## src/verilog/adc_ctrl_pkg.sv

```systemverilog
// Package with register layout, timing constants and states of the converter control.
package adc_ctrl_pkg;

	// ****************************************
	// Control register layout
	// ****************************************
	localparam logic [7:0] CTRL_RESET = 8'h80;
	localparam int HALT_POS = 7;
	localparam int AMP_POS = 6;
	localparam int TRIG_POS = 5;
	localparam int REPEAT_POS = 4;
	localparam int SCAN_POS = 3;
	localparam int RSVD_POS = 2;
	localparam int SEL_LSB = 0;
	localparam int SEL_MSB = 1;
	localparam logic [1:0] SCAN_TWO = 2'h1;
	localparam logic [1:0] SCAN_FOUR = 2'h3;
	localparam logic [1:0] CHAN_ZERO = 2'h0;
	localparam logic [1:0] CHAN_ONE = 2'h1;
	localparam logic [1:0] CHAN_THREE = 2'h3;
	localparam logic [7:0] RESULT_MAX = 8'hFF;

	// ****************************************
	// Timing
	// ****************************************
	localparam int CLK_HZ = 100_000_000;
	localparam int BAUD_RATE = 115200;
	localparam int BIT_CYCLES = CLK_HZ / BAUD_RATE;
	localparam int FRAME_BITS = 10;

	// ****************************************
	// Sequencer states
	// ****************************************
	typedef enum logic [2:0] {
		ST_IDLE = 3'b000,
		ST_ARM = 3'b001,
		ST_START = 3'b010,
		ST_WAIT = 3'b011,
		ST_SEND = 3'b100
	} conv_state_t;

	// A sweep with an even channel code has no defined channel set.
	function automatic logic cfg_valid(input logic [7:0] cfg);
		cfg_valid = !cfg[SCAN_POS] || cfg[SEL_LSB];
	endfunction

	// First channel of a pass: channel zero when sweeping, else the selected one.
	function automatic logic [1:0] first_chan(input logic [7:0] cfg);
		first_chan = cfg[SCAN_POS] ? CHAN_ZERO : cfg[SEL_MSB:SEL_LSB];
	endfunction

	// Last channel of a pass.
	function automatic logic [1:0] last_chan(input logic [7:0] cfg);
		if (!cfg[SCAN_POS]) begin
			last_chan = cfg[SEL_MSB:SEL_LSB];
		end else if (cfg[SEL_MSB:SEL_LSB] == SCAN_FOUR) begin
			last_chan = CHAN_THREE;
		end else begin
			last_chan = CHAN_ONE;
		end
	endfunction

endpackage

```

## src/verilog/sample_if.sv

```systemverilog
// Interface carrying one converted sample from the sequencer to the serial sender.
`timescale 1ns/1ps
interface sample_if;
	logic [7:0] data;
	logic valid;
	logic ready;
	modport src(output data, output valid, input ready);
	modport snk(input data, input valid, output ready);
endinterface

```

## src/verilog/sample_tx.sv

```systemverilog
// Serial sender that frames each 8-bit sample with a start and a stop bit.
`timescale 1ns/1ps
module sample_tx #(
	parameter int BIT_CYCLES = adc_ctrl_pkg::BIT_CYCLES
) (
	// Clock and reset
	input wire logic clk,
	input wire logic rst,
	// Sample stream
	sample_if.snk link,
	// Serial line
	output logic tx_line
);
	logic [9:0] shift;
	logic [9:0] next_shift;
	logic [3:0] bits_left;
	logic [3:0] next_bits_left;
	logic [15:0] tick;
	logic [15:0] next_tick;
	logic next_tx_line;

	// A sample may load on the last tick of the stop bit, so back-to-back frames leave no
	// idle gap and a steady stream runs at exactly ten bit times per sample.
	assign link.ready = (bits_left == 4'h0) || ((bits_left == 4'h1) && (tick == 16'h0000));

	always_comb begin
		next_shift = shift;
		next_bits_left = bits_left;
		next_tick = tick;
		next_tx_line = tx_line;
		if (link.ready && link.valid) begin
			next_shift = {1'b1, link.data, 1'b0};
			next_bits_left = 4'(adc_ctrl_pkg::FRAME_BITS);
			next_tick = 16'(BIT_CYCLES - 1);
			next_tx_line = 1'b0;
		end else if (bits_left != 4'h0) begin
			if (tick == 16'h0000) begin
				next_shift = {1'b1, shift[9:1]};
				next_bits_left = bits_left - 4'h1;
				next_tick = 16'(BIT_CYCLES - 1);
				next_tx_line = (bits_left == 4'h1) ? 1'b1 : shift[1];
			end else begin
				next_tick = tick - 16'h0001;
			end
		end
	end

	always_ff @(posedge clk) begin
		if (rst) begin
			shift <= 10'h3FF;
			bits_left <= 4'h0;
			tick <= 16'h0000;
			tx_line <= 1'b1;
		end else begin
			shift <= next_shift;
			bits_left <= next_bits_left;
			tick <= next_tick;
			tx_line <= next_tx_line;
		end
	end

endmodule

```

## src/verilog/adc_conversion_control.sv

```systemverilog
// Converter control: control register, trigger, channel sequencing and result hand-off.
//
// Contract
// - Reset leaves control register at 128.
// - Runs alongside other functions, never blocking.
// - Write with halt clear starts conversions.
// - Continuous rate is baud rate over ten.
// - Setting halt stops all conversions at once.
// - Write with halt set only stores.
// - One-shot completion sets halt bit again.
// - Bit 6 routes input through amplifier.
// - Bit 6 selects amplifier output without amplifier.
// - Hardware trigger waits for falling trigger edge.
// - Software trigger starts once halt clears.
// - Continuous single channel converts repeatedly.
// - Continuous sweep cycles the active channels.
// - Clearing repeat bit while running stops.
// - Channel code selects input zero to three.
// - Sweep codes: 01 two, 11 four.
// - Result is 8 bits, clamped, sent serially.
`timescale 1ns/1ps
module adc_conversion_control #(
	parameter int RAW_W = 9,
	parameter int BIT_CYCLES = adc_ctrl_pkg::BIT_CYCLES
) (
	// Clock and reset
	input wire logic clk,
	input wire logic rst,
	// Register access from the command parser
	input wire logic reg_wr_en,
	input wire logic [7:0] reg_wr_data,
	output logic [7:0] reg_rd_data,
	// Trigger pin
	input wire logic hw_trigger_pin,
	// Analog front end
	output logic [1:0] input_select_field,
	output logic amp_route,
	output logic conv_start,
	input wire logic conv_done,
	input wire logic [RAW_W-1:0] conv_raw,
	// Results and status
	output logic [7:0] last_result,
	output logic busy,
	output logic tx_line
);

	// ****************************************
	// State
	// ****************************************
	adc_ctrl_pkg::conv_state_t state;
	adc_ctrl_pkg::conv_state_t next_state;
	logic [7:0] ctrl;
	logic [7:0] next_ctrl;
	logic [1:0] chan;
	logic [1:0] next_chan;
	logic [7:0] next_result;
	logic next_conv_start;
	logic trig_prev;
	logic trig_fall;
	logic at_last;
	sample_if link ();

	assign reg_rd_data = ctrl;
	assign input_select_field = chan;
	// The front end uses the amplifier path, or the amplifier output pin as a fifth input.
	assign amp_route = ctrl[adc_ctrl_pkg::AMP_POS];
	assign busy = (state != adc_ctrl_pkg::ST_IDLE);
	assign trig_fall = trig_prev && !hw_trigger_pin;
	assign at_last = (chan == adc_ctrl_pkg::last_chan(ctrl));
	assign link.data = last_result;
	assign link.valid = (state == adc_ctrl_pkg::ST_SEND);

	// ****************************************
	// Sequencer
	// ****************************************
	always_comb begin
		next_state = state;
		next_ctrl = ctrl;
		next_chan = chan;
		next_result = last_result;
		next_conv_start = 1'b0;
		if (reg_wr_en) begin
			next_ctrl = reg_wr_data;
			if (reg_wr_data[adc_ctrl_pkg::HALT_POS]) begin
				next_state = adc_ctrl_pkg::ST_IDLE;
			end else if (busy && ctrl[adc_ctrl_pkg::REPEAT_POS]
					&& !reg_wr_data[adc_ctrl_pkg::REPEAT_POS]) begin
				next_ctrl[adc_ctrl_pkg::HALT_POS] = 1'b1;
				next_state = adc_ctrl_pkg::ST_IDLE;
			end else if (!adc_ctrl_pkg::cfg_valid(reg_wr_data)) begin
				next_state = adc_ctrl_pkg::ST_IDLE;
			end else begin
				next_chan = adc_ctrl_pkg::first_chan(reg_wr_data);
				if (reg_wr_data[adc_ctrl_pkg::TRIG_POS]) begin
					next_state = adc_ctrl_pkg::ST_ARM;
				end else begin
					next_state = adc_ctrl_pkg::ST_START;
				end
			end
		end else begin
			case (state)
				adc_ctrl_pkg::ST_IDLE: begin
					next_state = adc_ctrl_pkg::ST_IDLE;
				end
				adc_ctrl_pkg::ST_ARM: begin
					if (trig_fall) begin
						next_state = adc_ctrl_pkg::ST_START;
					end
				end
				adc_ctrl_pkg::ST_START: begin
					next_conv_start = 1'b1;
					next_state = adc_ctrl_pkg::ST_WAIT;
				end
				adc_ctrl_pkg::ST_WAIT: begin
					if (conv_done) begin
						if (conv_raw > RAW_W'(adc_ctrl_pkg::RESULT_MAX)) begin
							next_result = adc_ctrl_pkg::RESULT_MAX;
						end else begin
							next_result = conv_raw[7:0];
						end
						if (!ctrl[adc_ctrl_pkg::REPEAT_POS] && at_last) begin
							next_ctrl[adc_ctrl_pkg::HALT_POS] = 1'b1;
						end
						next_state = adc_ctrl_pkg::ST_SEND;
					end
				end
				adc_ctrl_pkg::ST_SEND: begin
					// The next conversion starts only when the sender frees up, which
					// paces continuous sampling at one sample per ten bit times.
					if (link.ready) begin
						if (ctrl[adc_ctrl_pkg::HALT_POS]) begin
							next_state = adc_ctrl_pkg::ST_IDLE;
						end else begin
							if (at_last) begin
								next_chan = adc_ctrl_pkg::first_chan(ctrl);
							end else begin
								next_chan = chan + 2'h1;
							end
							next_state = adc_ctrl_pkg::ST_START;
						end
					end
				end
				default: begin
					next_state = adc_ctrl_pkg::ST_IDLE;
				end
			endcase
		end
	end

	always_ff @(posedge clk) begin
		if (rst) begin
			state <= adc_ctrl_pkg::ST_IDLE;
			ctrl <= adc_ctrl_pkg::CTRL_RESET;
			chan <= adc_ctrl_pkg::CHAN_ZERO;
			last_result <= 8'h00;
			conv_start <= 1'b0;
			trig_prev <= 1'b1;
		end else begin
			state <= next_state;
			ctrl <= next_ctrl;
			chan <= next_chan;
			last_result <= next_result;
			conv_start <= next_conv_start;
			trig_prev <= hw_trigger_pin;
		end
	end

	// ****************************************
	// Serial output
	// ****************************************
	// The sender is private to this block, so other functions never wait on it.
	sample_tx #(
		.BIT_CYCLES(BIT_CYCLES)
	) u_tx (
		.clk(clk),
		.rst(rst),
		.link(link.snk),
		.tx_line(tx_line)
	);
endmodule

```

## config.mk

```make
export PLATFORM = sky130hd
export DESIGN_NAME = adc_conversion_control
export DESIGN_NICKNAME = d
export VERILOG_FILES = /design/src/verilog/adc_ctrl_pkg.sv /design/src/verilog/sample_if.sv /design/src/verilog/sample_tx.sv /design/src/verilog/adc_conversion_control.sv
export SDC_FILE = /design/constraint.sdc
export NUM_CORES = 1
export LEC_CHECK = 0
export BUFFER_PORTS_ARGS = -buffer_cell sky130_fd_sc_hd__buf_2
export CORE_MARGIN = 2
export CORE_UTILIZATION = 50
export DETAILED_ROUTE_END_ITERATION = 10
export MAX_ROUTING_LAYER = met4
export PLACE_DENSITY = 0.84
export SLEW_MARGIN = 15
export SYNTH_ARGS = -nofsm -noshare
export SYNTH_HDL_FRONTEND = slang
export SYNTH_SLANG_ARGS = --single-unit
```

## constraint.sdc

```tcl
create_clock -name clk -period 2.05 [get_ports clk]
set_input_delay 0.615 -clock clk [delete_from_list [all_inputs] [get_ports clk]]
set_output_delay 0.615 -clock clk [all_outputs]
set_load 0.05 [all_outputs]
```

==> impl_results.md, run 1 <==
* H-tree lvl count at 2
* ANT cells at 0
* Int Pwr at 2.020 mW
* Crit path max fanout at 5
* Initial DRC count at 96
* Pre-CTS WS at -0.003644 ns
* Final setup fails at 0
* Core area at 5075 um^2
* Max-cap violation count at 0
* R2R setup slack at 0.04 ns
* Clk buf depth at 2
* PwrDens at 1017 nW/um^2
* Clock power share at 22.2%
* Placed inst area at 2953 um^2
* Vias in the first global route at 2195
* ANT nets after route at 0
* Tot Pwr at 3.149 mW
* Wire length on met1 at 2534 um
* IO Pins at 44
* Layout area overhead at 18.59%
* Final Core Density at 61.02%
* Crit Path Class: reg2reg
* Max-slew violations at 0
* Vias/cell at 5.466
* Global-route wire length before repair at 9791 um
* Max rail drop VDD at 0.5531 mV
* Fraction of power consumed by combinational cells at 39.2%
* Most frequent cells in the layout: 62 x nor2_1, 51 x dfxtp_1, 43 x buf_2, 20 x buf_4
* Sw Share at 35.87%
* Crit path launch type: flop
* YS warnings at 0
* WL/cell at 13.19 um
* Initial antenna violation count at 0
* Worst EP required at 2.25 ns
* Met2 wire length at 2754 um
* Worst-Margin Slew at 0.5170 ns
* Drt drc at 0
* Max_slew headroom at 65.53%
* Largest net degree at the start of global routing at 32
* Hpwl dp at 4126 um
* Synth Net Count at 332
* CTS Sinks at 52
* Fraction of registers with async set/reset at 0%
* Setup Skew at 0.006678 ns
* Total wire length at 5634 um
* Main synth FF type: dfxtp_1
* Yosys reg bits at 52
* Share of the synthesized area in the top cell type at 39.87%
* Sequential area share after synthesis at 39.87%
* Run status: complete, no violations
* Number of library cell types mapped by synthesis at 55
* Cell leakage power at 1.304 nW
* Gr ovfl total at 0
* Placer Congestion at 0.8413
* Worst-Skew Late Latency at 0.31 ns
* Sequential Power Share at 38.5%
* Mapped Avg Cell Area at 8.561 um^2
* # hold bufs at CTS at 0
* Initial Util at 51.45%
* Min Tclk post-route at 2.012 ns
* GRT Util Overall at 20.85%
* CP Capture Type: flop
* Synth Instances at 305
* Final hold slack at 0.4851 ns
* Worst hold path type: reg2reg
* Post-synth EDFFs at 0
* TritonCTS clock tree: done
* Fill cell count at 469
* Drt pass-1 iters at 4
* Chip width at 76.27 um
* Mapped cell area at 2611 um^2
* Sw Pwr at 1.130 mW
* Worst-path clk slew at 0.09 ns
* Top Metal Used: met4
* Max Freq at 497.0 MHz
* Most common cell after layout, fill and taps aside: nor2_1
* Die outline height at 76.27 um
* Num CTS Buffers at 5
* Final setup margin at 0.03802 ns
* Met3 WL at 255 um
* Tcrit/Tclk final at 98.15%
* PortBufs at 43
* Final Net Count at 383
* RSZ-0062 raised after global routing: true
* Arr. time, crit path at 2.21 ns
* Die area at 5816 um^2
* Final hold vios at 0
* Root Buffer: clkbuf_8
* Top cells by area, synth: dfxtp_1 40%, nor2_1 9.1%, mux2i_1 5.0%, xnor2_1 2.7%, ha_1 2.4%
* Rows at 26
* Layout cells sized above 1 at 26.61%
* Via Count at 2334
* Fin area at 3097 um^2
* Synth area leader: dfxtp_1
==> worst paths after layout <==
check / startpoint / endpoint / cells past startpoint
hold reg to reg: u_tx.tick[7]$_SDFFE_PP0P_ / u_tx.tick[7]$_SDFFE_PP0P_ / 2
setup / recovery: u_tx.tick[8]$_SDFFE_PP0P_ / input_select_field[1]$_SDFFE_PP0P_ / 5
setup reg to reg: u_tx.tick[8]$_SDFFE_PP0P_ / input_select_field[1]$_SDFFE_PP0P_ / 5
hold / removal: u_tx.tick[7]$_SDFFE_PP0P_ / u_tx.tick[7]$_SDFFE_PP0P_ / 2
==> power by group through the flow <==
stage,Sequential (mW),Combinational [mW],Clock (mW)
floorplan,1.25,0.864,0
global placement,1.23,1.14,0
detailed placement,1.23,1.17,0
CTS,1.21,1.18,0.706
global route,1.23,1.36,0.760
finish,1.21,1.24,0.700
==> routing by layer <==
layer  global-route usage, %  vias up
met2                   34.42       62
met1                   25.30     1088
met4                   7.818        0
met5                       -        -
met3                   4.147       10
li1                        -     1174
==> timing repair <==
| item | 4_1_cts | 5_1_grt |
|---|---|---|
| gates resized for setup | 0 | 8 |
| buffers inserted | 0 | 2 |
| endpoints found under the setup margin | 0 | 15 |
==> layout make-up <==
cell class                 count  area [um^2]  area share, %
sequential                    52         1042          33.66
tap                           70        87.58          2.828
clock buffer                   6        72.57          2.343
inverter                      10        37.54          1.212
timing repair buffer          63        365.4          11.80
clock inverter                 2        35.03          1.131
multi-input combinational    224         1456          47.03
==> cells by family after synthesis <==
family                   synth area share (%)
flip-flops                              39.87
buffers and inverters                   5.463
AND/OR/NAND/NOR                         27.12
multiplexers                            5.845
XOR/XNOR                                5.031
AO/OA/AOI/OAI                           14.28
adder cells (fa/ha/maj)                 2.396
==> through the flow <==
step,TNS [ns],std cells
floorplan,0,305
global placement,0,417
detailed placement,-0.004913,417
CTS,0,425
global route,-0.2001,427
finish,0,427
==> critical path: stages (launching register included) <==
cell and delay, ns:
dfxtp_1 0.36, or3_1 0.41, nor3b_4 0.24, nand4_1 0.21, o31ai_2 0.33, mux2_1 0.35
==> sequential cells by signal, summed over array words and instances (netlist names) <==
name / cells
conv_start: 1
input_select_field: 2
last_result: 8
reg_rd_data: 8
state: 3
trig_prev: 1
u_tx.bits_left: 4
u_tx.shift: 8
u_tx.tick: 16
u_tx.tx_line: 1
==> Yosys cell counts, drive strengths merged (3+ instances only) <==
library cell,count
a211oi,8
a21oi,11
a31oi,4
buf,9
clkbuf,10
dfxtp,52
ha,5
inv,10
mux2i,13
nand2,13
nand3,5
nand4,3
nor2,63
nor2b,5
nor3,12
nor3b,4
nor4,6
o21a,6
o31ai,3
or2,8
or3,8
or4,4
xnor2,8
xor2,7
Power figures use the tool's default switching activity.
==> run 2, diff against run 1 <==
--- a/config.mk
+++ b/config.mk
@@ -5,6 +5,7 @@
 export SDC_FILE = /design/constraint.sdc
 export NUM_CORES = 1
 export LEC_CHECK = 0
+export ABC_AREA = 1
 export BUFFER_PORTS_ARGS = -buffer_cell sky130_fd_sc_hd__buf_2
 export CORE_MARGIN = 2
 export CORE_UTILIZATION = 50
==> impl_results.md, run 2 <==
* Drt drc at 0
* Mapped Avg Cell Area at 7.190 um^2
* Total wire length at 5855 um
* Clock power share at 13.4%
* YS warnings at 0
* Drt pass-1 iters at 4
* Min Tclk post-route at 1.833 ns
* Count leader, synth: nand2_1
* Via Count at 2496
* Placer Congestion at 0.8457
* PortBufs at 43
* Layout area overhead at 13.66%
* Hpwl dp at 4397 um
* Setup crit end: u_tx.tx_line$_SDFFE_PP1P_
* Most common cell after layout, fill and taps aside: nand2_1
* TritonCTS clock tree: done
* Arr. time, crit path at 2.03 ns
* Rows at 26
* Synth area leader: dfxtp_1
* Max-slew violations at 0
* Largest net degree at the start of global routing at 30
* CP Capture Type: flop
* Multi-input gate area at 1380 um^2
* Layout cells sized above 1 at 20.68%
* H-tree lvl count at 2
* Crit path max fanout at 20
* R2r startpoint: u_tx.bits_left[0]$_SDFFE_PP0P_
* Synth Instances at 367
* Max FFs per register at 16
* Worst Reg2Reg Path Length in Cells at 11
* Num CTS Buffers at 5
* Fraction of power consumed by combinational cells at 57.2%
* Worst hold path type: reg2reg
* Post-synth EDFFs at 0
* Top cells by area, synth: dfxtp_1 39%, nand2_1 10%, nor2_1 6.5%, nand3_1 5.5%, inv_1 4.3%
* GRT Util Overall at 21.96%
* Die area at 5874 um^2
* Final hold vios at 0
* Initial Util at 51.67%
* Yosys reg bits at 52
* Initial DRC count at 113
* Core area at 5107 um^2
* Vias/cell at 5.189
* Gr ovfl total at 0
* Chip width at 76.65 um
* Tot Pwr at 4.568 mW
* Worst-Skew Late Latency at 0.30 ns
* Main synth FF type: dfxtp_1
* PwrDens at 1523 nW/um^2
* Sequential area share after synthesis at 39.45%
* Clk buf depth at 2
* Mapped cell area at 2639 um^2
* RSZ-0062 raised after global routing: false
* Tcrit/Tclk final at 89.41%
* Cells after DPL at 473
* Max-cap violation count at 0
* WL/cell at 12.17 um
* Sequential Power Share at 29.3%
* Setup Skew at 0.001235 ns
* Max rail drop VDD at 0.7099 mV
* Global-route wire length before repair at 10470 um
* ANT cells at 0
* Int Pwr at 2.380 mW
* Max Freq at 545.6 MHz
* TNS Setup at 0 ns
* Largest reg by FF count: u_tx.tick
* Max_slew headroom at 75.60%
* Cell leakage power at 1.453 nW
* Worst EP required at 2.25 ns
* Vias in the first global route at 2437
* Critical Path Source: u_tx.bits_left[0]$_SDFFE_PP0P_
* Number of library cell types mapped by synthesis at 38
* Placed inst area at 2900 um^2
* Synth Net Count at 394
* Final Net Count at 437
* Worst-Margin Slew at 0.3621 ns
* Run status: complete, no violations
* Share of the synthesized area in the top cell type at 39.45%
* R2r endpoint: u_tx.tx_line$_SDFFE_PP1P_
* Most frequent cells in the layout: 73 x nand2_1, 52 x dfxtp_1, 46 x nor2_1, 43 x buf_2, 30 x inv_1
* Fin area at 2999 um^2
* Fill cell count at 461
* ANT nets after route at 0
* Reg area at 1041 um^2
* Crit path launch type: flop
* Worst-path clk slew at 0.09 ns
* Root Buffer: clkbuf_8
* Final Non-Filler Cells at 481
* R2R setup slack at 0.22 ns
* Die outline height at 76.65 um
* CTS Sinks at 52
* Synth cell count leaders: 73 x nand2_1, 52 x dfxtp_1, 46 x nor2_1, 30 x inv_1, 29 x nand3_1
* IO Pins at 44
* Crit Path Class: reg2reg
* Initial antenna violation count at 0
* Sw Share at 47.89%
* Fraction of registers with async set/reset at 0%
* Sw Pwr at 2.188 mW
* Final setup fails at 0
## run 2: per-layer routing
| layer | part of all wire, % | vias up | GRT usage (%) |
|---|---|---|---|
| li1 | - | 1278 | - |
| met1 | 45 | 1165 | 26.45 |
| met2 | 51 | 44 | 37.61 |
| met3 | 3.4 | 9 | 4.265 |
| met4 | 1.2 | 0 | 6.000 |
| met5 | 0 | - | - |
## run 2: worst min-delay path by stage
stage | from | end | slack (ns) | depth (start not counted)
4_1_cts | u_tx.tx_line$_SDFFE_PP1P_ | u_tx.tx_line$_SDFFE_PP1P_ | 0.48 | 2
3_3_place_gp | u_tx.tx_line$_SDFFE_PP1P_ | u_tx.tx_line$_SDFFE_PP1P_ | 0.44 | 2
6_report | u_tx.shift[3]$_SDFFE_PP1P_ | u_tx.shift[3]$_SDFFE_PP1P_ | 0.48 | 2
2_1_floorplan | u_tx.shift[3]$_SDFFE_PP1P_ | u_tx.shift[3]$_SDFFE_PP1P_ | 0.43 | 2
3_5_place_dp | u_tx.shift[5]$_SDFFE_PP1P_ | u_tx.shift[5]$_SDFFE_PP1P_ | 0.46 | 2
5_1_grt | u_tx.tx_line$_SDFFE_PP1P_ | u_tx.tx_line$_SDFFE_PP1P_ | 0.51 | 2
## run 2: critical path: stages, from the launching register on
cell and delay, ns:
dfxtp_1 0.37, inv_1 0.10, ha_1 0.21, nand3_2 0.16, inv_4 0.09, nand2_4 0.09, inv_2 0.05, a21oi_2 0.10
buf_4 0.25, inv_2 0.10, a21oi_1 0.14, nand2_1 0.06
## run 2: area by class of cell
class	instances	area share (%)
Timing Repair Buffer	49	8.678
Sequential cell	52	34.71
Clock buffer	6	2.753
Clock inverter	2	0.4589
Tap cell	70	2.920
Multi-Input combinational cell	267	46.02
Inverter	35	4.464
## run 2: what timing repair did
item                       4_1_cts  5_1_grt
setup endpoints to repair        0        7
setup buffers                    0        0
resized for setup                0        1
hold buffers                     0        0
## run 2: stage by stage
step                      setup WS [ns]  utilization (%)  hold WS, ns
final                            0.2171            58.72       0.4787
after global routing            0.05424            58.72       0.5098
after CTS                        0.1358            58.67       0.4813
after detailed placement         0.1448            56.79       0.4558
after global placement           0.2465            56.79       0.4419
after floorplan                  0.4601                -       0.4346
## run 2: logic make-up after synthesis
| logic type | count (synthesis) | share of synthesized area [%] |
|---|---|---|
| buf+inv | 48 | 8.345 |
| compound gates | 56 | 11.81 |
| fa+ha+maj | 5 | 2.371 |
| simple gates | 194 | 34.04 |
| flops | 52 | 39.45 |
| xor+xnor | 12 | 3.983 |
## run 2: power groups by stage
stage	clock, mW	combinational [mW]	sequential (mW)
detailed placement	0	2.57	1.36
CTS	0.624	2.59	1.34
finish	0.613	2.61	1.34
global placement	0	2.47	1.35
floorplan	0	2.09	1.41
global route	0.663	2.96	1.36
==> run 3, diff against run 2 <==
--- a/config.mk
+++ b/config.mk
@@ -9,10 +9,12 @@
 export BUFFER_PORTS_ARGS = -buffer_cell sky130_fd_sc_hd__buf_2
 export CORE_MARGIN = 2
 export CORE_UTILIZATION = 50
+export CTS_BUF_LIST = sky130_fd_sc_hd__clkbuf_8
 export DETAILED_ROUTE_END_ITERATION = 10
 export MAX_ROUTING_LAYER = met4
 export PLACE_DENSITY = 0.84
 export SLEW_MARGIN = 15
 export SYNTH_ARGS = -nofsm -noshare
 export SYNTH_HDL_FRONTEND = slang
+export SYNTH_HIERARCHICAL = 1
 export SYNTH_SLANG_ARGS = --single-unit
==> impl_results.md, run 3 <==
* Vias/cell at 5.095
* Root Buffer: clkbuf_8
* Rows at 27
* IO Pins at 44
* Crit Path Class: reg2out
* Crit path launch type: flop
* Fraction of registers with async set/reset at 0%
* Final Core Density at 57.73%
* Mapped cell area at 2800 um^2
* Max rail drop VDD at 0.6322 mV
* Drt drc at 0
* Worst Reg2Reg Path Length in Cells at 9
* Synth Net Count at 437
* Worst-Skew Late Latency at 0.30 ns
* Max incr delay on CP at 0.43 ns
* Max-slew violations at 0
* Final hold vios at 0
* Initial antenna violation count at 0
* Setup crit end: busy
* Final setup fails at 0
* Die area at 6215 um^2
* Min Tclk post-route at 1.841 ns
* Layout area overhead at 12.82%
* Placed inst area at 3067 um^2
* Vias in the first global route at 2492
* Synth Instances at 411
* TritonCTS clock tree: done
* RSZ-0062 raised after global routing: false
* WL/cell at 11.61 um
* CTS resizes at 0
* Worst EP required at 1.43 ns
* Setup Skew at 0.008940 ns
* Initial DRC count at 149
* ANT nets after route at 0
* Cells after DPL at 520
* GRT Util Overall at 21.40%
* Hpwl dp at 4474 um
* PortBufs at 43
* R2R setup slack at 0.21 ns
* Worst-path clk slew at 0.09 ns
* Share of the synthesized area in the top cell type at 37.18%
* Global-route wire length before repair at 10670 um
* Cell leakage power at 1.530 nW
* Fin area at 3159 um^2
* R2r startpoint: u_tx/bits_left[0]$_SDFFE_PP0P_
* Chip width at 78.84 um
* Fill cell count at 533
* ANT cells at 0
* Largest net degree at the start of global routing at 20
* R2r endpoint: u_tx/tick[13]$_SDFFE_PP0P_
* Core area at 5473 um^2
* Fraction of power consumed by combinational cells at 55.2%
* Arr. time, crit path at 1.23 ns
* Num CTS Buffers at 5
* Max FFs per register at 16
* Top cells by area, synth: dfxtp_1 37%, nand2_1 12%, inv_1 7.4%, nand3_1 7.1%, nor2_1 6.2%
* Final Net Count at 481
* Count leader, synth: nand2_1
* Sequential Power Share at 31.6%
* Clk buf depth at 2
* Post-CTS setup buffer count at 0
* Int Pwr at 2.370 mW
* CTS Sinks at 52
* WP depth at 3
* Largest reg by FF count: u_tx/tick
* Gr ovfl total at 0
* Critical Path Source: state[1]$_SDFFE_PP0P_
* PwrDens at 1440 nW/um^2
* H-tree lvl count at 2
* Clock power share at 13.2%
* Post-synth EDFFs at 0
* Total wire length at 6132 um
* Most frequent cells in the layout: 92 x nand2_1, 55 x inv_1, 52 x dfxtp_1, 46 x nor2_1, 43 x buf_2
* Most common cell after layout, fill and taps aside: nand2_1
* Die outline height at 78.84 um
* Synth cell count leaders: 92 x nand2_1, 55 x inv_1, 52 x dfxtp_1, 46 x nor2_1, 40 x nand3_1
* Tcrit/Tclk final at 89.80%
* TNS Setup at 0 ns
* # hold bufs at CTS at 0
* Critical path's slowest cell: dfxtp_1
* YS warnings at 6
* Initial Util at 51.17%
* Drt pass-1 iters at 4
* Max_slew headroom at 76.10%
* Run status: complete, no violations
* Worst path buffer plus inverter count at 1
* Sw Pwr at 2.178 mW
* Worst-Margin Slew at 0.3553 ns
* Worst hold path type: reg2reg
* Critical path's top delay family: flip-flops
* Final Non-Filler Cells at 528
* Synth area leader: dfxtp_1
* CP Capture Type: output port
* Main synth FF type: dfxtp_1
* Mapped Avg Cell Area at 6.813 um^2
* Max-cap violation count at 0
* Max Freq at 543.2 MHz
* Yosys reg bits at 52
* Layout cells sized above 1 at 19.08%
* Via Count at 2690
* Sequential area share after synthesis at 37.18%
* CP cell instances: nor2_1 -> nand2_1 -> buf_2
* Sw Share at 47.89%
* Number of library cell types mapped by synthesis at 36
* Placer Congestion at 0.8605
* Crit path max fanout at 6
[run 3: layout make-up]
class	count	area, um^2	share of cell area [%]
clock buffers	6	82.58	2.614
clock inverters	2	10.01	0.3168
inverters	58	217.7	6.891
multi-input cells	291	1473	46.61
flip-flops and latches	52	1041	32.95
well taps	72	90.09	2.851
repair buffers	47	245.2	7.762
[run 3: power groups by stage]
stage	Clock [mW]	Combinational (mW)	Sequential, mW
2_1_floorplan	0	2.04	1.49
3_3_place_gp	0	2.43	1.45
3_5_place_dp	0	2.49	1.45
4_1_cts	0.613	2.50	1.43
5_1_grt	0.661	2.84	1.47
6_report	0.600	2.51	1.44
[run 3: how the worst min path moves through the flow]
| stage | from | to | slack, ns | cells after the start |
|---|---|---|---|---|
| floorplan | u_tx/shift[1]$_SDFFE_PP1P_ | u_tx/shift[1]$_SDFFE_PP1P_ | 0.43 | 2 |
| CTS | u_tx/shift[7]$_SDFFE_PP1P_ | u_tx/shift[7]$_SDFFE_PP1P_ | 0.48 | 2 |
| detailed placement | u_tx/shift[7]$_SDFFE_PP1P_ | u_tx/shift[7]$_SDFFE_PP1P_ | 0.46 | 2 |
| global placement | u_tx/shift[1]$_SDFFE_PP1P_ | u_tx/shift[1]$_SDFFE_PP1P_ | 0.45 | 2 |
| finish | u_tx/shift[7]$_SDFFE_PP1P_ | u_tx/shift[7]$_SDFFE_PP1P_ | 0.48 | 2 |
| global route | u_tx/shift[2]$_SDFFE_PP1P_ | u_tx/shift[2]$_SDFFE_PP1P_ | 0.51 | 2 |
[run 3: stage by stage]
step	hold slack [ns]	power [mW]	worst slack, ns
after global placement	0.4461	3.881	0.3488
after global routing	0.5102	4.968	0.03566
final	0.4786	4.548	0.2090
after CTS	0.4811	4.551	0.2112
after detailed placement	0.4577	3.943	0.2500
after floorplan	0.4261	3.531	0.4283
[run 3: tightest hold or removal path: cells and delay by family, from the launching register on]
family           cells  cell delay, ns
AND/OR/NAND/NOR      1            0.06
flip-flops           1            0.34
AO/OA/AOI/OAI        1            0.06
[run 3: logic make-up after synthesis]
logic type,count (synthesis),synth area share (%)
and+or+nand+nor,214,35.21
buffers and inverters,68,10.41
AOI/OAI and AO/OA,65,12.91
DFF,52,37.18
xor gates and xnor gates,8,2.502
adders and majority gates,4,1.787
[run 3: routing by layer]
layer	wire [um]	track usage, %	vias to the layer above
met4	55	4.828	0
li1	-	-	1398
met1	2865	27.08	1225
met3	252	4.205	4
met2	2958	35.73	63
met5	0	-	-
